[src/core/ccu_regs.vh]
// Register map, field positions and reset values of the capture/compare unit.
`ifndef CCU_REGS_VH
`define CCU_REGS_VH

// ----------------------------------------------------------------------------
// Register byte offsets
// ----------------------------------------------------------------------------
`define CCU_OFS_CTRL 8'h00
`define CCU_OFS_TIMER_A 8'h04
`define CCU_OFS_TIMER_B 8'h08
`define CCU_OFS_RELOAD_A 8'h0c
`define CCU_OFS_RELOAD_B 8'h10
`define CCU_OFS_STATUS 8'h14
`define CCU_OFS_MASK 8'h18
`define CCU_OFS_PINS 8'h1c
`define CCU_OFS_VAL_BASE 8'h40
`define CCU_OFS_CFG_BASE 8'h80

// ----------------------------------------------------------------------------
// Control register fields
// ----------------------------------------------------------------------------
`define CCU_CTRL_RUN_A 0
`define CCU_CTRL_RUN_B 1
`define CCU_CTRL_SRC_A 3:2
`define CCU_CTRL_SRC_B 5:4
`define CCU_CTRL_PRE_A 8:6
`define CCU_CTRL_PRE_B 11:9
`define CCU_CTRL_STAGGER 12
`define CCU_CTRL_W 13
`define CCU_CTRL_RST 13'h0000

// Clock source codes of a time-base timer.
`define CCU_SRC_PRESCALED 2'h0
`define CCU_SRC_GEN_OVF 2'h1
`define CCU_SRC_EXT_COUNT 2'h2
`define CCU_SRC_HALT 2'h3

// Least prescaler exponent in staggered operation (one step per eight cycles).
`define CCU_STAGGER_EXP 3'h3

// ----------------------------------------------------------------------------
// Per-channel configuration fields
// ----------------------------------------------------------------------------
`define CCU_CFG_EN 0
`define CCU_CFG_TSEL 1
`define CCU_CFG_CAPTURE 2
`define CCU_CFG_MODE 4:3
`define CCU_CFG_EDGE 6:5
`define CCU_CFG_RISE 5
`define CCU_CFG_FALL 6
`define CCU_CFG_SINGLE 7
`define CCU_CFG_DOUBLE 8
`define CCU_CFG_W 9
`define CCU_CFG_RST 9'h000

`define CCU_MODE_IRQ_MULTI 2'h0
`define CCU_MODE_TOGGLE 2'h1
`define CCU_MODE_IRQ_ONCE 2'h2
`define CCU_MODE_SET_CLR 2'h3

// Status and mask: bits 15:0 channels, 16 timer A overflow, 17 timer B overflow.
`define CCU_ST_OVF_A 16
`define CCU_ST_OVF_B 17
`define CCU_ST_W 18

`define CCU_RESP_OKAY 2'h0
`define CCU_RESP_SLVERR 2'h2

`endif

[src/core/ccu_capture_compare.v]
// Capture/compare unit: two reloadable time-base timers, sixteen channels, AXI4-Lite registers.
//
// Contract
// - Sixteen channels; one-cycle resolution, eight cycles when staggered.
// - Two independent 16-bit time-base timers, each with a reload register.
// - Each timer clock selectable among prescaled system clock versions.
// - Timer may advance on each external general timer overflow/underflow event.
// - Timer A also accepts an external count input.
// - Sixteen registers, each assignable to either timer, capture or compare.
// - Each register uses its pin as capture input or compare output.
// - Mode zero: interrupt only on match, several per period.
// - Mode one: pin toggles on every match, several per period.
// - Mode two: interrupt only, at most once per timer period.
// - Mode three: pin set on match, cleared on timer overflow, once per period.
// - Double-register: two registers share one pin, toggling on either match.
// - Single-event option yields one edge or pulse with any compare mode; here the first compare event clears the enable and o_pin_oe at once.
// - Capture latches allocated timer value on the selected pin event.
// - Each capture raises that register's own interrupt request.
// - Capture edge selectable: rising, falling or both.
// - Compare registers compared continuously; equality triggers mode action; here only a timer step to the compare value triggers it.
`timescale 1ns/1ps
`include "ccu_regs.vh"

module ccu_capture_compare #(
  parameter NUM_CH = 16,
  parameter TW = 16
) (
  // Clock and reset
  input wire i_clk,
  input wire i_sys_rst,
  // AXI4-Lite write address and data
  input wire i_axi_awvalid,
  output wire o_axi_awready,
  input wire [7:0] i_axi_awaddr,
  input wire i_axi_wvalid,
  output wire o_axi_wready,
  input wire [31:0] i_axi_wdata,
  input wire [3:0] i_axi_wstrb,
  // AXI4-Lite write response
  output reg o_axi_bvalid,
  input wire i_axi_bready,
  output reg [1:0] o_axi_bresp,
  // AXI4-Lite read
  input wire i_axi_arvalid,
  output wire o_axi_arready,
  input wire [7:0] i_axi_araddr,
  output reg o_axi_rvalid,
  input wire i_axi_rready,
  output reg [31:0] o_axi_rdata,
  output reg [1:0] o_axi_rresp,
  // Event inputs
  input wire i_gen_timer_ovf,
  input wire i_ext_count,
  // Channel pins
  input wire [NUM_CH-1:0] i_pin,
  output reg [NUM_CH-1:0] o_pin,
  output wire [NUM_CH-1:0] o_pin_oe,
  // Interrupt
  output wire o_irq
);

  // --------------------------------------------------------------------------
  // Helper functions
  // --------------------------------------------------------------------------
  function [31:0] apply_strb;
    input [31:0] old;
    input [31:0] nw;
    input [3:0] strb;
    integer b;
    begin
      apply_strb = old;
      for (b = 0; b < 4; b = b + 1) begin
        if (strb[b]) begin
          apply_strb[b*8 +: 8] = nw[b*8 +: 8];
        end
      end
    end
  endfunction

  // True when the free prescaler reaches the end of a 2^exp period.
  function presc_tick;
    input [7:0] cnt;
    input [2:0] exp;
    input stag;
    reg [2:0] e;
    reg [7:0] m;
    begin
      e = (stag && exp < `CCU_STAGGER_EXP) ? `CCU_STAGGER_EXP : exp;
      m = (8'h01 << e) - 8'h01;
      presc_tick = ((cnt & m) == m);
    end
  endfunction

  // --------------------------------------------------------------------------
  // State
  // --------------------------------------------------------------------------
  reg [`CCU_CTRL_W-1:0] ctrl;
  reg [TW-1:0] timer_a;
  reg [TW-1:0] timer_b;
  reg [TW-1:0] reload_a;
  reg [TW-1:0] reload_b;
  reg [`CCU_ST_W-1:0] status;
  reg [`CCU_ST_W-1:0] mask;
  reg [TW-1:0] cc_val [0:NUM_CH-1];
  reg [`CCU_CFG_W-1:0] cc_cfg [0:NUM_CH-1];
  reg [NUM_CH-1:0] done;
  reg [NUM_CH-1:0] pin_prev;
  reg [7:0] presc;
  reg ext_prev;

  // --------------------------------------------------------------------------
  // Time-base timers
  // --------------------------------------------------------------------------
  reg tick_a;
  reg tick_b;
  wire ext_rise = i_ext_count & ~ext_prev;
  wire ovf_a = tick_a & (timer_a == {TW{1'b1}});
  wire ovf_b = tick_b & (timer_b == {TW{1'b1}});
  wire [TW-1:0] next_timer_a = ovf_a ? reload_a : timer_a + {{(TW-1){1'b0}}, 1'b1};
  wire [TW-1:0] next_timer_b = ovf_b ? reload_b : timer_b + {{(TW-1){1'b0}}, 1'b1};

  always @* begin
    tick_a = 1'b0;
    tick_b = 1'b0;
    case (ctrl[`CCU_CTRL_SRC_A])
      `CCU_SRC_PRESCALED: tick_a = presc_tick(presc, ctrl[`CCU_CTRL_PRE_A], ctrl[`CCU_CTRL_STAGGER]);
      `CCU_SRC_GEN_OVF: tick_a = i_gen_timer_ovf;
      `CCU_SRC_EXT_COUNT: tick_a = ext_rise;
      default: tick_a = 1'b0;
    endcase
    case (ctrl[`CCU_CTRL_SRC_B])
      `CCU_SRC_PRESCALED: tick_b = presc_tick(presc, ctrl[`CCU_CTRL_PRE_B], ctrl[`CCU_CTRL_STAGGER]);
      `CCU_SRC_GEN_OVF: tick_b = i_gen_timer_ovf;
      default: tick_b = 1'b0;
    endcase
    tick_a = tick_a & ctrl[`CCU_CTRL_RUN_A];
    tick_b = tick_b & ctrl[`CCU_CTRL_RUN_B];
  end

  // --------------------------------------------------------------------------
  // Channel events
  // --------------------------------------------------------------------------
  // A compare match is judged on the value the timer steps to, so that a
  // stopped timer holding a matching value does not fire every cycle.
  reg [NUM_CH-1:0] match;
  reg [NUM_CH-1:0] cap_ev;
  reg [NUM_CH-1:0] ch_ovf;
  reg [NUM_CH-1:0] fire;
  integer c;
  always @* begin
    match = {NUM_CH{1'b0}};
    cap_ev = {NUM_CH{1'b0}};
    ch_ovf = {NUM_CH{1'b0}};
    fire = {NUM_CH{1'b0}};
    for (c = 0; c < NUM_CH; c = c + 1) begin
      ch_ovf[c] = cc_cfg[c][`CCU_CFG_TSEL] ? ovf_b : ovf_a;
      if (cc_cfg[c][`CCU_CFG_EN] && !cc_cfg[c][`CCU_CFG_CAPTURE]) begin
        match[c] = cc_cfg[c][`CCU_CFG_TSEL] ? (tick_b && next_timer_b == cc_val[c]) :
                   (tick_a && next_timer_a == cc_val[c]);
        fire[c] = match[c] && !(cc_cfg[c][`CCU_CFG_MODE] == `CCU_MODE_IRQ_ONCE && done[c]) &&
                  !(cc_cfg[c][`CCU_CFG_MODE] == `CCU_MODE_SET_CLR && done[c]);
      end
      if (cc_cfg[c][`CCU_CFG_EN] && cc_cfg[c][`CCU_CFG_CAPTURE]) begin
        cap_ev[c] = (cc_cfg[c][`CCU_CFG_RISE] && i_pin[c] && !pin_prev[c]) ||
                    (cc_cfg[c][`CCU_CFG_FALL] && !i_pin[c] && pin_prev[c]);
      end
    end
  end

  // Pin drive: enabled compare channels own their pin.
  genvar g;
  generate
    for (g = 0; g < NUM_CH; g = g + 1) begin : g_oe
      assign o_pin_oe[g] = cc_cfg[g][`CCU_CFG_EN] & ~cc_cfg[g][`CCU_CFG_CAPTURE];
    end
  endgenerate

  // --------------------------------------------------------------------------
  // AXI4-Lite slave
  // --------------------------------------------------------------------------
  // Address and data are taken together in one cycle; the response follows next.
  wire wr_go = i_axi_awvalid & i_axi_wvalid & ~o_axi_bvalid;
  wire rd_go = i_axi_arvalid & ~o_axi_rvalid;
  assign o_axi_awready = wr_go;
  assign o_axi_wready = wr_go;
  assign o_axi_arready = rd_go;

  wire [5:0] waddr_w = i_axi_awaddr[7:2];
  wire [5:0] raddr_w = i_axi_araddr[7:2];
  wire wr_val = wr_go && i_axi_awaddr[7:6] == 2'h1;
  wire wr_cfg = wr_go && i_axi_awaddr[7:6] == 2'h2;
  wire [3:0] wch = waddr_w[3:0];
  wire wr_ctrl = wr_go && i_axi_awaddr[7:2] == `CCU_OFS_CTRL >> 2;
  wire wr_ta = wr_go && i_axi_awaddr[7:2] == `CCU_OFS_TIMER_A >> 2;
  wire wr_tb = wr_go && i_axi_awaddr[7:2] == `CCU_OFS_TIMER_B >> 2;
  wire wr_ra = wr_go && i_axi_awaddr[7:2] == `CCU_OFS_RELOAD_A >> 2;
  wire wr_rb = wr_go && i_axi_awaddr[7:2] == `CCU_OFS_RELOAD_B >> 2;
  wire wr_st = wr_go && i_axi_awaddr[7:2] == `CCU_OFS_STATUS >> 2;
  wire wr_mk = wr_go && i_axi_awaddr[7:2] == `CCU_OFS_MASK >> 2;
  wire wr_hit = wr_ctrl | wr_ta | wr_tb | wr_ra | wr_rb | wr_st | wr_mk | wr_val | wr_cfg |
                (wr_go && i_axi_awaddr[7:2] == `CCU_OFS_PINS >> 2);
  wire [31:0] st_clr = apply_strb(32'h0, i_axi_wdata, i_axi_wstrb);

  reg [31:0] rd_word;
  reg rd_hit;
  always @* begin
    rd_hit = 1'b1;
    rd_word = 32'h0;
    if (i_axi_araddr[7:6] == 2'h1) begin
      rd_word[TW-1:0] = cc_val[raddr_w[3:0]];
    end else if (i_axi_araddr[7:6] == 2'h2) begin
      rd_word[`CCU_CFG_W-1:0] = cc_cfg[raddr_w[3:0]];
    end else begin
      case (i_axi_araddr[7:0] & 8'hfc)
        `CCU_OFS_CTRL: rd_word[`CCU_CTRL_W-1:0] = ctrl;
        `CCU_OFS_TIMER_A: rd_word[TW-1:0] = timer_a;
        `CCU_OFS_TIMER_B: rd_word[TW-1:0] = timer_b;
        `CCU_OFS_RELOAD_A: rd_word[TW-1:0] = reload_a;
        `CCU_OFS_RELOAD_B: rd_word[TW-1:0] = reload_b;
        `CCU_OFS_STATUS: rd_word[`CCU_ST_W-1:0] = status;
        `CCU_OFS_MASK: rd_word[`CCU_ST_W-1:0] = mask;
        `CCU_OFS_PINS: rd_word = {i_pin, o_pin};
        default: rd_hit = 1'b0;
      endcase
    end
  end

  always @(posedge i_clk) begin
    if (i_sys_rst) begin
      o_axi_bvalid <= 1'b0;
      o_axi_bresp <= `CCU_RESP_OKAY;
      o_axi_rvalid <= 1'b0;
      o_axi_rdata <= 32'h0;
      o_axi_rresp <= `CCU_RESP_OKAY;
    end else begin
      if (wr_go) begin
        o_axi_bvalid <= 1'b1;
        o_axi_bresp <= wr_hit ? `CCU_RESP_OKAY : `CCU_RESP_SLVERR;
      end else if (i_axi_bready) begin
        o_axi_bvalid <= 1'b0;
      end
      if (rd_go) begin
        o_axi_rvalid <= 1'b1;
        o_axi_rdata <= rd_word;
        o_axi_rresp <= rd_hit ? `CCU_RESP_OKAY : `CCU_RESP_SLVERR;
      end else if (i_axi_rready) begin
        o_axi_rvalid <= 1'b0;
      end
    end
  end

  // --------------------------------------------------------------------------
  // Timers, control and interrupt status
  // --------------------------------------------------------------------------
  // A software write to a timer wins over its count step in the same cycle.
  wire [31:0] ta_w = apply_strb({16'h0, timer_a}, i_axi_wdata, i_axi_wstrb);
  wire [31:0] tb_w = apply_strb({16'h0, timer_b}, i_axi_wdata, i_axi_wstrb);
  wire [31:0] ra_w = apply_strb({16'h0, reload_a}, i_axi_wdata, i_axi_wstrb);
  wire [31:0] rb_w = apply_strb({16'h0, reload_b}, i_axi_wdata, i_axi_wstrb);
  wire [31:0] ct_w = apply_strb({19'h0, ctrl}, i_axi_wdata, i_axi_wstrb);
  wire [31:0] mk_w = apply_strb({14'h0, mask}, i_axi_wdata, i_axi_wstrb);
  // Byte-lane merge for a channel value write; a capture in the same cycle wins.
  wire [31:0] val_w = apply_strb({16'h0, cc_val[wch]}, i_axi_wdata, i_axi_wstrb);
  wire [`CCU_ST_W-1:0] st_set = {ovf_b, ovf_a, fire | cap_ev};

  always @(posedge i_clk) begin
    if (i_sys_rst) begin
      ctrl <= `CCU_CTRL_RST;
      timer_a <= 16'h0000;
      timer_b <= 16'h0000;
      reload_a <= 16'h0000;
      reload_b <= 16'h0000;
      status <= 18'h00000;
      mask <= 18'h00000;
      presc <= 8'h00;
      ext_prev <= 1'b0;
      pin_prev <= {NUM_CH{1'b0}};
    end else begin
      presc <= presc + 8'h01;
      ext_prev <= i_ext_count;
      pin_prev <= i_pin;
      if (wr_ctrl) begin
        ctrl <= ct_w[`CCU_CTRL_W-1:0];
      end
      if (wr_ta) begin
        timer_a <= ta_w[TW-1:0];
      end else if (tick_a) begin
        timer_a <= next_timer_a;
      end
      if (wr_tb) begin
        timer_b <= tb_w[TW-1:0];
      end else if (tick_b) begin
        timer_b <= next_timer_b;
      end
      if (wr_ra) begin
        reload_a <= ra_w[TW-1:0];
      end
      if (wr_rb) begin
        reload_b <= rb_w[TW-1:0];
      end
      if (wr_mk) begin
        mask <= mk_w[`CCU_ST_W-1:0];
      end
      // A new event in the clearing cycle keeps its bit set.
      status <= (status & ~(wr_st ? st_clr[`CCU_ST_W-1:0] : {`CCU_ST_W{1'b0}})) | st_set;
    end
  end

  assign o_irq = |(status & mask);

  // --------------------------------------------------------------------------
  // Capture/compare channels
  // --------------------------------------------------------------------------
  reg [NUM_CH-1:0] next_pin;
  integer k;
  always @* begin
    next_pin = o_pin;
    for (k = 0; k < NUM_CH; k = k + 1) begin
      if (fire[k] && cc_cfg[k][`CCU_CFG_MODE] == `CCU_MODE_TOGGLE) begin
        next_pin[k] = ~next_pin[k];
      end
      // The upper partner only steers a pin that the lower channel drives.
      if (k < NUM_CH / 2 && cc_cfg[k][`CCU_CFG_DOUBLE] && o_pin_oe[k] &&
          fire[k + NUM_CH / 2]) begin
        next_pin[k] = ~next_pin[k];
      end
      if (cc_cfg[k][`CCU_CFG_EN] && !cc_cfg[k][`CCU_CFG_CAPTURE] &&
          cc_cfg[k][`CCU_CFG_MODE] == `CCU_MODE_SET_CLR) begin
        if (fire[k]) begin
          next_pin[k] = 1'b1;
        end else if (ch_ovf[k]) begin
          next_pin[k] = 1'b0;
        end
      end
    end
  end

  // Mode zero leaves the pin alone; only the status bit records the match.
  integer j;
  always @(posedge i_clk) begin
    if (i_sys_rst) begin
      o_pin <= {NUM_CH{1'b0}};
      done <= {NUM_CH{1'b0}};
      for (j = 0; j < NUM_CH; j = j + 1) begin
        cc_val[j] <= 16'h0000;
        cc_cfg[j] <= `CCU_CFG_RST;
      end
    end else begin
      o_pin <= next_pin;
      for (j = 0; j < NUM_CH; j = j + 1) begin
        if (fire[j]) begin
          done[j] <= 1'b1;
        end else if (ch_ovf[j]) begin
          done[j] <= 1'b0;
        end
        if (cap_ev[j]) begin
          cc_val[j] <= cc_cfg[j][`CCU_CFG_TSEL] ? timer_b : timer_a;
        end else if (wr_val && wch == j[3:0]) begin
          cc_val[j] <= val_w[TW-1:0];
        end
        if (wr_cfg && wch == j[3:0]) begin
          cc_cfg[j] <= i_axi_wdata[`CCU_CFG_W-1:0];
        end else if (fire[j] && cc_cfg[j][`CCU_CFG_SINGLE]) begin
          cc_cfg[j][`CCU_CFG_EN] <= 1'b0;
        end
      end
    end
  end

endmodule // ccu_capture_compare

[config.mk]
export PLATFORM = sky130hd
export DESIGN_NAME = ccu_capture_compare
export DESIGN_NICKNAME = d
export VERILOG_FILES = /design/src/core/ccu_capture_compare.v
export VERILOG_INCLUDE_DIRS = /design/src /design/src/core
export SDC_FILE = /design/constraint.sdc
export NUM_CORES = 2
export LEC_CHECK = 0
export BUFFER_PORTS_ARGS = -buffer_cell sky130_fd_sc_hd__buf_2
export CORE_ASPECT_RATIO = 1.5
export CORE_UTILIZATION = 55
export DETAILED_ROUTE_END_ITERATION = 16
export PLACE_DENSITY = 0.81
export SETUP_SLACK_MARGIN = 0.15
export SYNTH_ARGS = -nofsm -noshare
export SYNTH_HDL_FRONTEND = slang
export SYNTH_SLANG_ARGS = --single-unit
[constraint.sdc]
create_clock -name i_clk -period 5.3 [get_ports i_clk]
set_input_delay 0.265 -clock i_clk [delete_from_list [all_inputs] [get_ports i_clk]]
set_output_delay 0.265 -clock i_clk [all_outputs]
set_load 0.01 [all_outputs]
==> results of run 1 <==
[metal layers]
layer / global-route usage [%] / GRT overflow
met1: 77.7 / 0
met2: 90.3 / 5
met3: 57.9 / 0
met4: 70.3 / 1
met5: 22.4 / 0
[synthesized netlist by cell type (all sizes together) (15+ instances only)]
library cell  number  area share [%]
or3               75             1.1
o31ai             67             1.1
dfxtp            205             9.3
a211oi            15            0.26
nor2             329             2.8
nand2            291             2.5
nor4              82             1.2
and3              55            0.78
o2111ai           22            0.44
nand3            168             1.9
and2              15            0.22
o221ai            15            0.30
a22oi             30            0.51
o22ai            187             2.7
or4               15            0.27
a2111oi           19            0.38
inv               61            0.52
buf               93             1.1
xor2             208             4.1
a31oi             20            0.32
nand4             83             1.2
nand2b           101             1.4
edfxtp           400              27
o211ai            37            0.66
mux2              40             1.0
clkbuf           346             3.0
a221oi            17            0.35
o21ai            201             2.3
xnor2            223             4.4
mux4             210              11
a21oi            193             2.3
mux2i            310             7.2
nor2b             69            0.98
nor3              75            0.90
[repair_timing]
action,in CTS
resized for setup,1
pin swaps,1
hold buffers,36
setup buffers,1
endpoints found under the hold margin,54
setup endpoints to repair,5
[cells by family after synthesis]
| group | synth area share [%] |
|---|---|
| adders and majority gates | 0.142 |
| AOI/OAI and AO/OA | 14.2 |
| DFF | 36.6 |
| other | 0.00852 |
| buffers and inverters | 4.57 |
| muxes | 18.9 |
| and+or+nand+nor | 16.9 |
| xor gates and xnor gates | 8.58 |
[metrics by stage]
stage | area (µm²) | cells | hold WS, ps | setup TNS (ps)
CTS | 49700 | 5700 | 6.69 | 0
detailed placement | 47300 | 5552 | 444 | -19.8
floorplan | 44000 | 4500 | 393 | 0
global placement | 47300 | 5552 | 437 | 0
==> results_dict.tcl, run 1 <==
set metrics [dict create \
    postSynth.topFlopCell "sky130_fd_sc_hd__edfxtp_1" \
    grt_first_pass_wirelength_um 414000 \
    syn_area_per_cell_um2 9.78 \
    post_synth_instance_area_um2 44000 \
    synth_edf_count 400 \
    finalWeightedCongestion 1.21 \
    vias_in_the_first_global_route 48200 \
    initial_utilization_pct 55.7 \
    yosysSeqAreaShare_pct 36.6 \
    pin_count_of_the_biggest_net_entering_global_routing 90 \
    floorplan_row_count 126 \
    tool_error "[ERROR GRT-0116] Global routing finished with congestion. Check the congestion regions in the DRC Viewer." \
    synth_register_bits 605 \
    numPortBuffers 129 \
    numClockSinks 605 \
    grt_usage_pct 74.5 \
    post_synth_cell_types 105 \
    max-clock-path-buffers 3 \
    ys_async_sr_fraction_pct 0 \
    cts_inserted_buffers 60 \
    htree_levels 2 \
    ioPinCount 151 \
    outcome "did not finish" \
    placement.setup.worst_slack_ps -19.8 \
    chipWidth_um 233 \
    detailed_place_hpwl_um 199000 \
    grt_overflow_total 6 \
    failing_step "5_1_grt" \
    die_h_um 348 \
    postSynthCellCount 4499 \
    synth.yosys.warnings 0 \
    cts.root.buffer_cell "sky130_fd_sc_hd__clkbuf_16" \
]
==> run 2: changes to the inputs <==
Settings changed: CORE_ASPECT_RATIO 1.5 to default, CORE_UTILIZATION 55 to 40, PLACE_DENSITY 0.81 to default, PLACE_DENSITY_LB_ADDON from default to 0.15, SETUP_SLACK_MARGIN 0.15 to default.
==> results_dict.tcl, run 2 <==
set metrics [dict create \
    max_clock_freq_mhz 189 \
    numPortBuffers 129 \
    cp-end-kind "flip-flop" \
    post_synth_cell_types 105 \
    post-route-min-period_ps 5290 \
    grt_overflow_total 0 \
    pin_count_of_the_biggest_net_entering_global_routing 87 \
    path_class "reg -> reg" \
    final_layout_size_suffix_gt1_share_pct 20.4 \
    critPathMaxFanout 24 \
    routed_wirelength_um 283000 \
    worstReg2RegEnd "o_pin[3]$_SDFF_PP0_" \
    timing.rr.start "timer_b[0]$_SDFFE_PP0P_" \
    syn_area_per_cell_um2 9.78 \
    antenna_violating_nets_remaining 0 \
    floorplan_row_count 121 \
    largest_register_ffs 256 \
    clock_tree_from_tritoncts "done" \
    die_area_um2 111000 \
    post_synth_instance_area_um2 44000 \
    clk-insertion-delay-late_ps 700 \
    final_min_period_over_clock_period_pct 99.8 \
    yosysSeqAreaShare_pct 36.6 \
    coreArea_um2 109000 \
    numClockSinks 605 \
    max-cap-violations 0 \
    met1Wirelength_um 109000 \
    max-clock-path-buffers 3 \
    detailed_place_hpwl_um 211000 \
    worst_ep_required_time_ps 5870 \
    whs_endpoint "o_axi_rresp[1]$_SDFFE_PP0P_" \
    timing.setup.tns_ps 0 \
    wl_per_cell_um 46.0 \
    chipWidth_um 334 \
    postSynth.topFlopCell "sky130_fd_sc_hd__edfxtp_1" \
    worst-endpoint-arrival_ps 5860 \
    grt_first_pass_wirelength_um 370000 \
    cellLeakagePower_uw 0.0178 \
    clk_transition_reported_paths_ps 60 \
    synth_area_leaders "sky130_fd_sc_hd__edfxtp_1, sky130_fd_sc_hd__mux4_2, sky130_fd_sc_hd__dfxtp_1" \
    layout_common_cells "sky130_fd_sc_hd__edfxtp_1, sky130_fd_sc_hd__buf_4, sky130_fd_sc_hd__nor2_1, sky130_fd_sc_hd__nand2_1, sky130_fd_sc_hd__mux2i_1" \
    synth.top_cells.by_count "sky130_fd_sc_hd__edfxtp_1, sky130_fd_sc_hd__clkbuf_1, sky130_fd_sc_hd__nor2_1" \
    cts.root.buffer_cell "sky130_fd_sc_hd__clkbuf_16" \
    htree_levels 3 \
    worst-slew-pin-transition_ps 1450 \
    highest-signal-layer "met5" \
    grt_usage_pct 49.6 \
    cp-start-kind "flip-flop" \
    initialDrtViolationCount 7953 \
    grt_antenna_before_repair 35 \
    yosysTopAreaCellShare_pct 27.3 \
    initial_utilization_pct 40.4 \
    ys_async_sr_fraction_pct 0 \
    finalWeightedCongestion 1.11 \
    detail_route.vias_per_cell 7.20 \
    die_h_um 334 \
    design.final.nets 4730 \
    outcome "completed" \
    timing.final.setup_violations 0 \
    worst_slew_margin_rel_pct 2.99 \
    vias_in_the_first_global_route 39200 \
    rsz0062_at_grt "no" \
    layout.cells.most_common "sky130_fd_sc_hd__edfxtp_1" \
    routed-wl-met2_um 112000 \
    leading_cell_type_by_number_of_instances_after_synthesis "sky130_fd_sc_hd__edfxtp_1" \
    layout.cells.non_filler 6146 \
    ioPinCount 151 \
    netlist.top_cell.by_area "sky130_fd_sc_hd__edfxtp_1" \
    worstHoldPathCells 3 \
    drt_first_pass_iters 9 \
    remaining_drc_errors 0 \
    detailroute.via_count 44300 \
    pwr_density_cell_nw_per_um2 253 \
    timing.final.max_slew_violations 0 \
    largestRegisters "cc_val (256), cc_cfg (144), o_axi_rdata (32)" \
    synthToLayoutAreaGrowth_pct 15.6 \
    irDropWorstVdd_uv 244 \
    synth_register_bits 605 \
    rr_worst_depth 14 \
    cts_inserted_buffers 75 \
    postSynthCellCount 4499 \
    timing_hold_violations_final 0 \
    holdCritPathClass "in -> reg" \
    wl_met3_um 39800 \
    placed_cells_incl_taps 5955 \
    registers.top_by_ff_count "cc_val" \
    synth.yosys.warnings 0 \
    fin_skew_ps 28.2 \
    synth_edf_count 400 \
    worst_setup_slack_for_register_to_register_paths_ps 8 \
    holdCritStartpoint "i_axi_araddr[6]" \
]
-- run 2: per-layer routing --
layer  vias up  GRT usage (%)
met5         -              0
met4        12           30.6
met3       738           17.2
met2      3701           67.5
met1     22400           66.7
li1      17400              -
-- run 2: where the power goes --
group	total (µW)	leakage, µW	internal [µW]	switching [µW]
combinational	1830	0.0108	609	1220
sequential	5490	0.00580	5190	298
clock	5560	0.00128	3190	2360
-- run 2: final cells by class --
class	count	area, µm²
timing repair buffer	510	3840
clock buffer	103	2160
tap	1414	1770
inverter	62	234
multi-input combinational	3394	26200
antenna	23	57.6
sequential	605	16100
clock inverter	35	460
fill	10300	58100
-- run 2: how the worst max path moves through the flow --
stage / cells past startpoint / slack, ps / start / endpoint
2_1_floorplan: 17 / 970 / ctrl[12]$_SDFFE_PP0P_ / o_pin[5]$_SDFF_PP0_
3_3_place_gp: 16 / 160 / ctrl[12]$_SDFFE_PP0P_ / o_pin[6]$_SDFF_PP0_
3_5_place_dp: 16 / 140 / ctrl[12]$_SDFFE_PP0P_ / o_pin[6]$_SDFF_PP0_
4_1_cts: 16 / 120 / ctrl[12]$_SDFFE_PP0P_ / o_pin[6]$_SDFF_PP0_
5_1_grt: 17 / 20 / ctrl[12]$_SDFFE_PP0P_ / cc_cfg[9][0]$_SDFFCE_PP0P_
6_report: 14 / 8 / timer_b[0]$_SDFFE_PP0P_ / o_pin[3]$_SDFF_PP0_
-- run 2: kinds of logic after synthesis --
group,share of synthesized area (%)
AND/OR/NAND/NOR,16.9
other,0.00852
XOR/XNOR,8.58
adder cells (fa/ha/maj),0.142
buffers and inverters,4.57
AO/OA/AOI/OAI,14.2
flip-flops,36.6
multiplexers,18.9
-- run 2: timing repair --
action / in CTS / in global routing
setup endpoints to repair: 0 / 9
buffers inserted: 0 / 2
resized for setup: 0 / 5
hold buffers: 28 / 0
hold endpoints to repair: 42 / 0
-- run 2: through the flow --
stage / utilization (%) / area [µm²] / worst slack [ps] / hold slack [ps] / total power (µW)
finish: 46.7 / 50900 / 8.23 / 38.8 / 12900
global route: 46.6 / 50800 / 19.1 / 64.4 / 13000
CTS: 46.6 / 50700 / 123 / 12.5 / 12800
detailed placement: 43.9 / 47800 / 141 / 441 / 7290
global placement: 43.9 / 47800 / 156 / 437 / 7290
floorplan: - / 44000 / 973 / 393 / 6340
-- run 2: critical path, stage by stage, from the launching register on --
cell and delay, ps:
sky130_fd_sc_hd__dfxtp_1 340, sky130_fd_sc_hd__buf_4 480, sky130_fd_sc_hd__nand4_1 270, sky130_fd_sc_hd__nor4_1 510, sky130_fd_sc_hd__xnor2_1 350, sky130_fd_sc_hd__nand2_1 110
sky130_fd_sc_hd__nor2_1 870, sky130_fd_sc_hd__buf_4 300, sky130_fd_sc_hd__nor3_1 60, sky130_fd_sc_hd__nor3_1 440, sky130_fd_sc_hd__nand4_1 370, sky130_fd_sc_hd__o32ai_2 400
sky130_fd_sc_hd__xnor2_1 110, sky130_fd_sc_hd__or4_1 390, sky130_fd_sc_hd__and3_1 180
(Power assumes the default switching activity.)
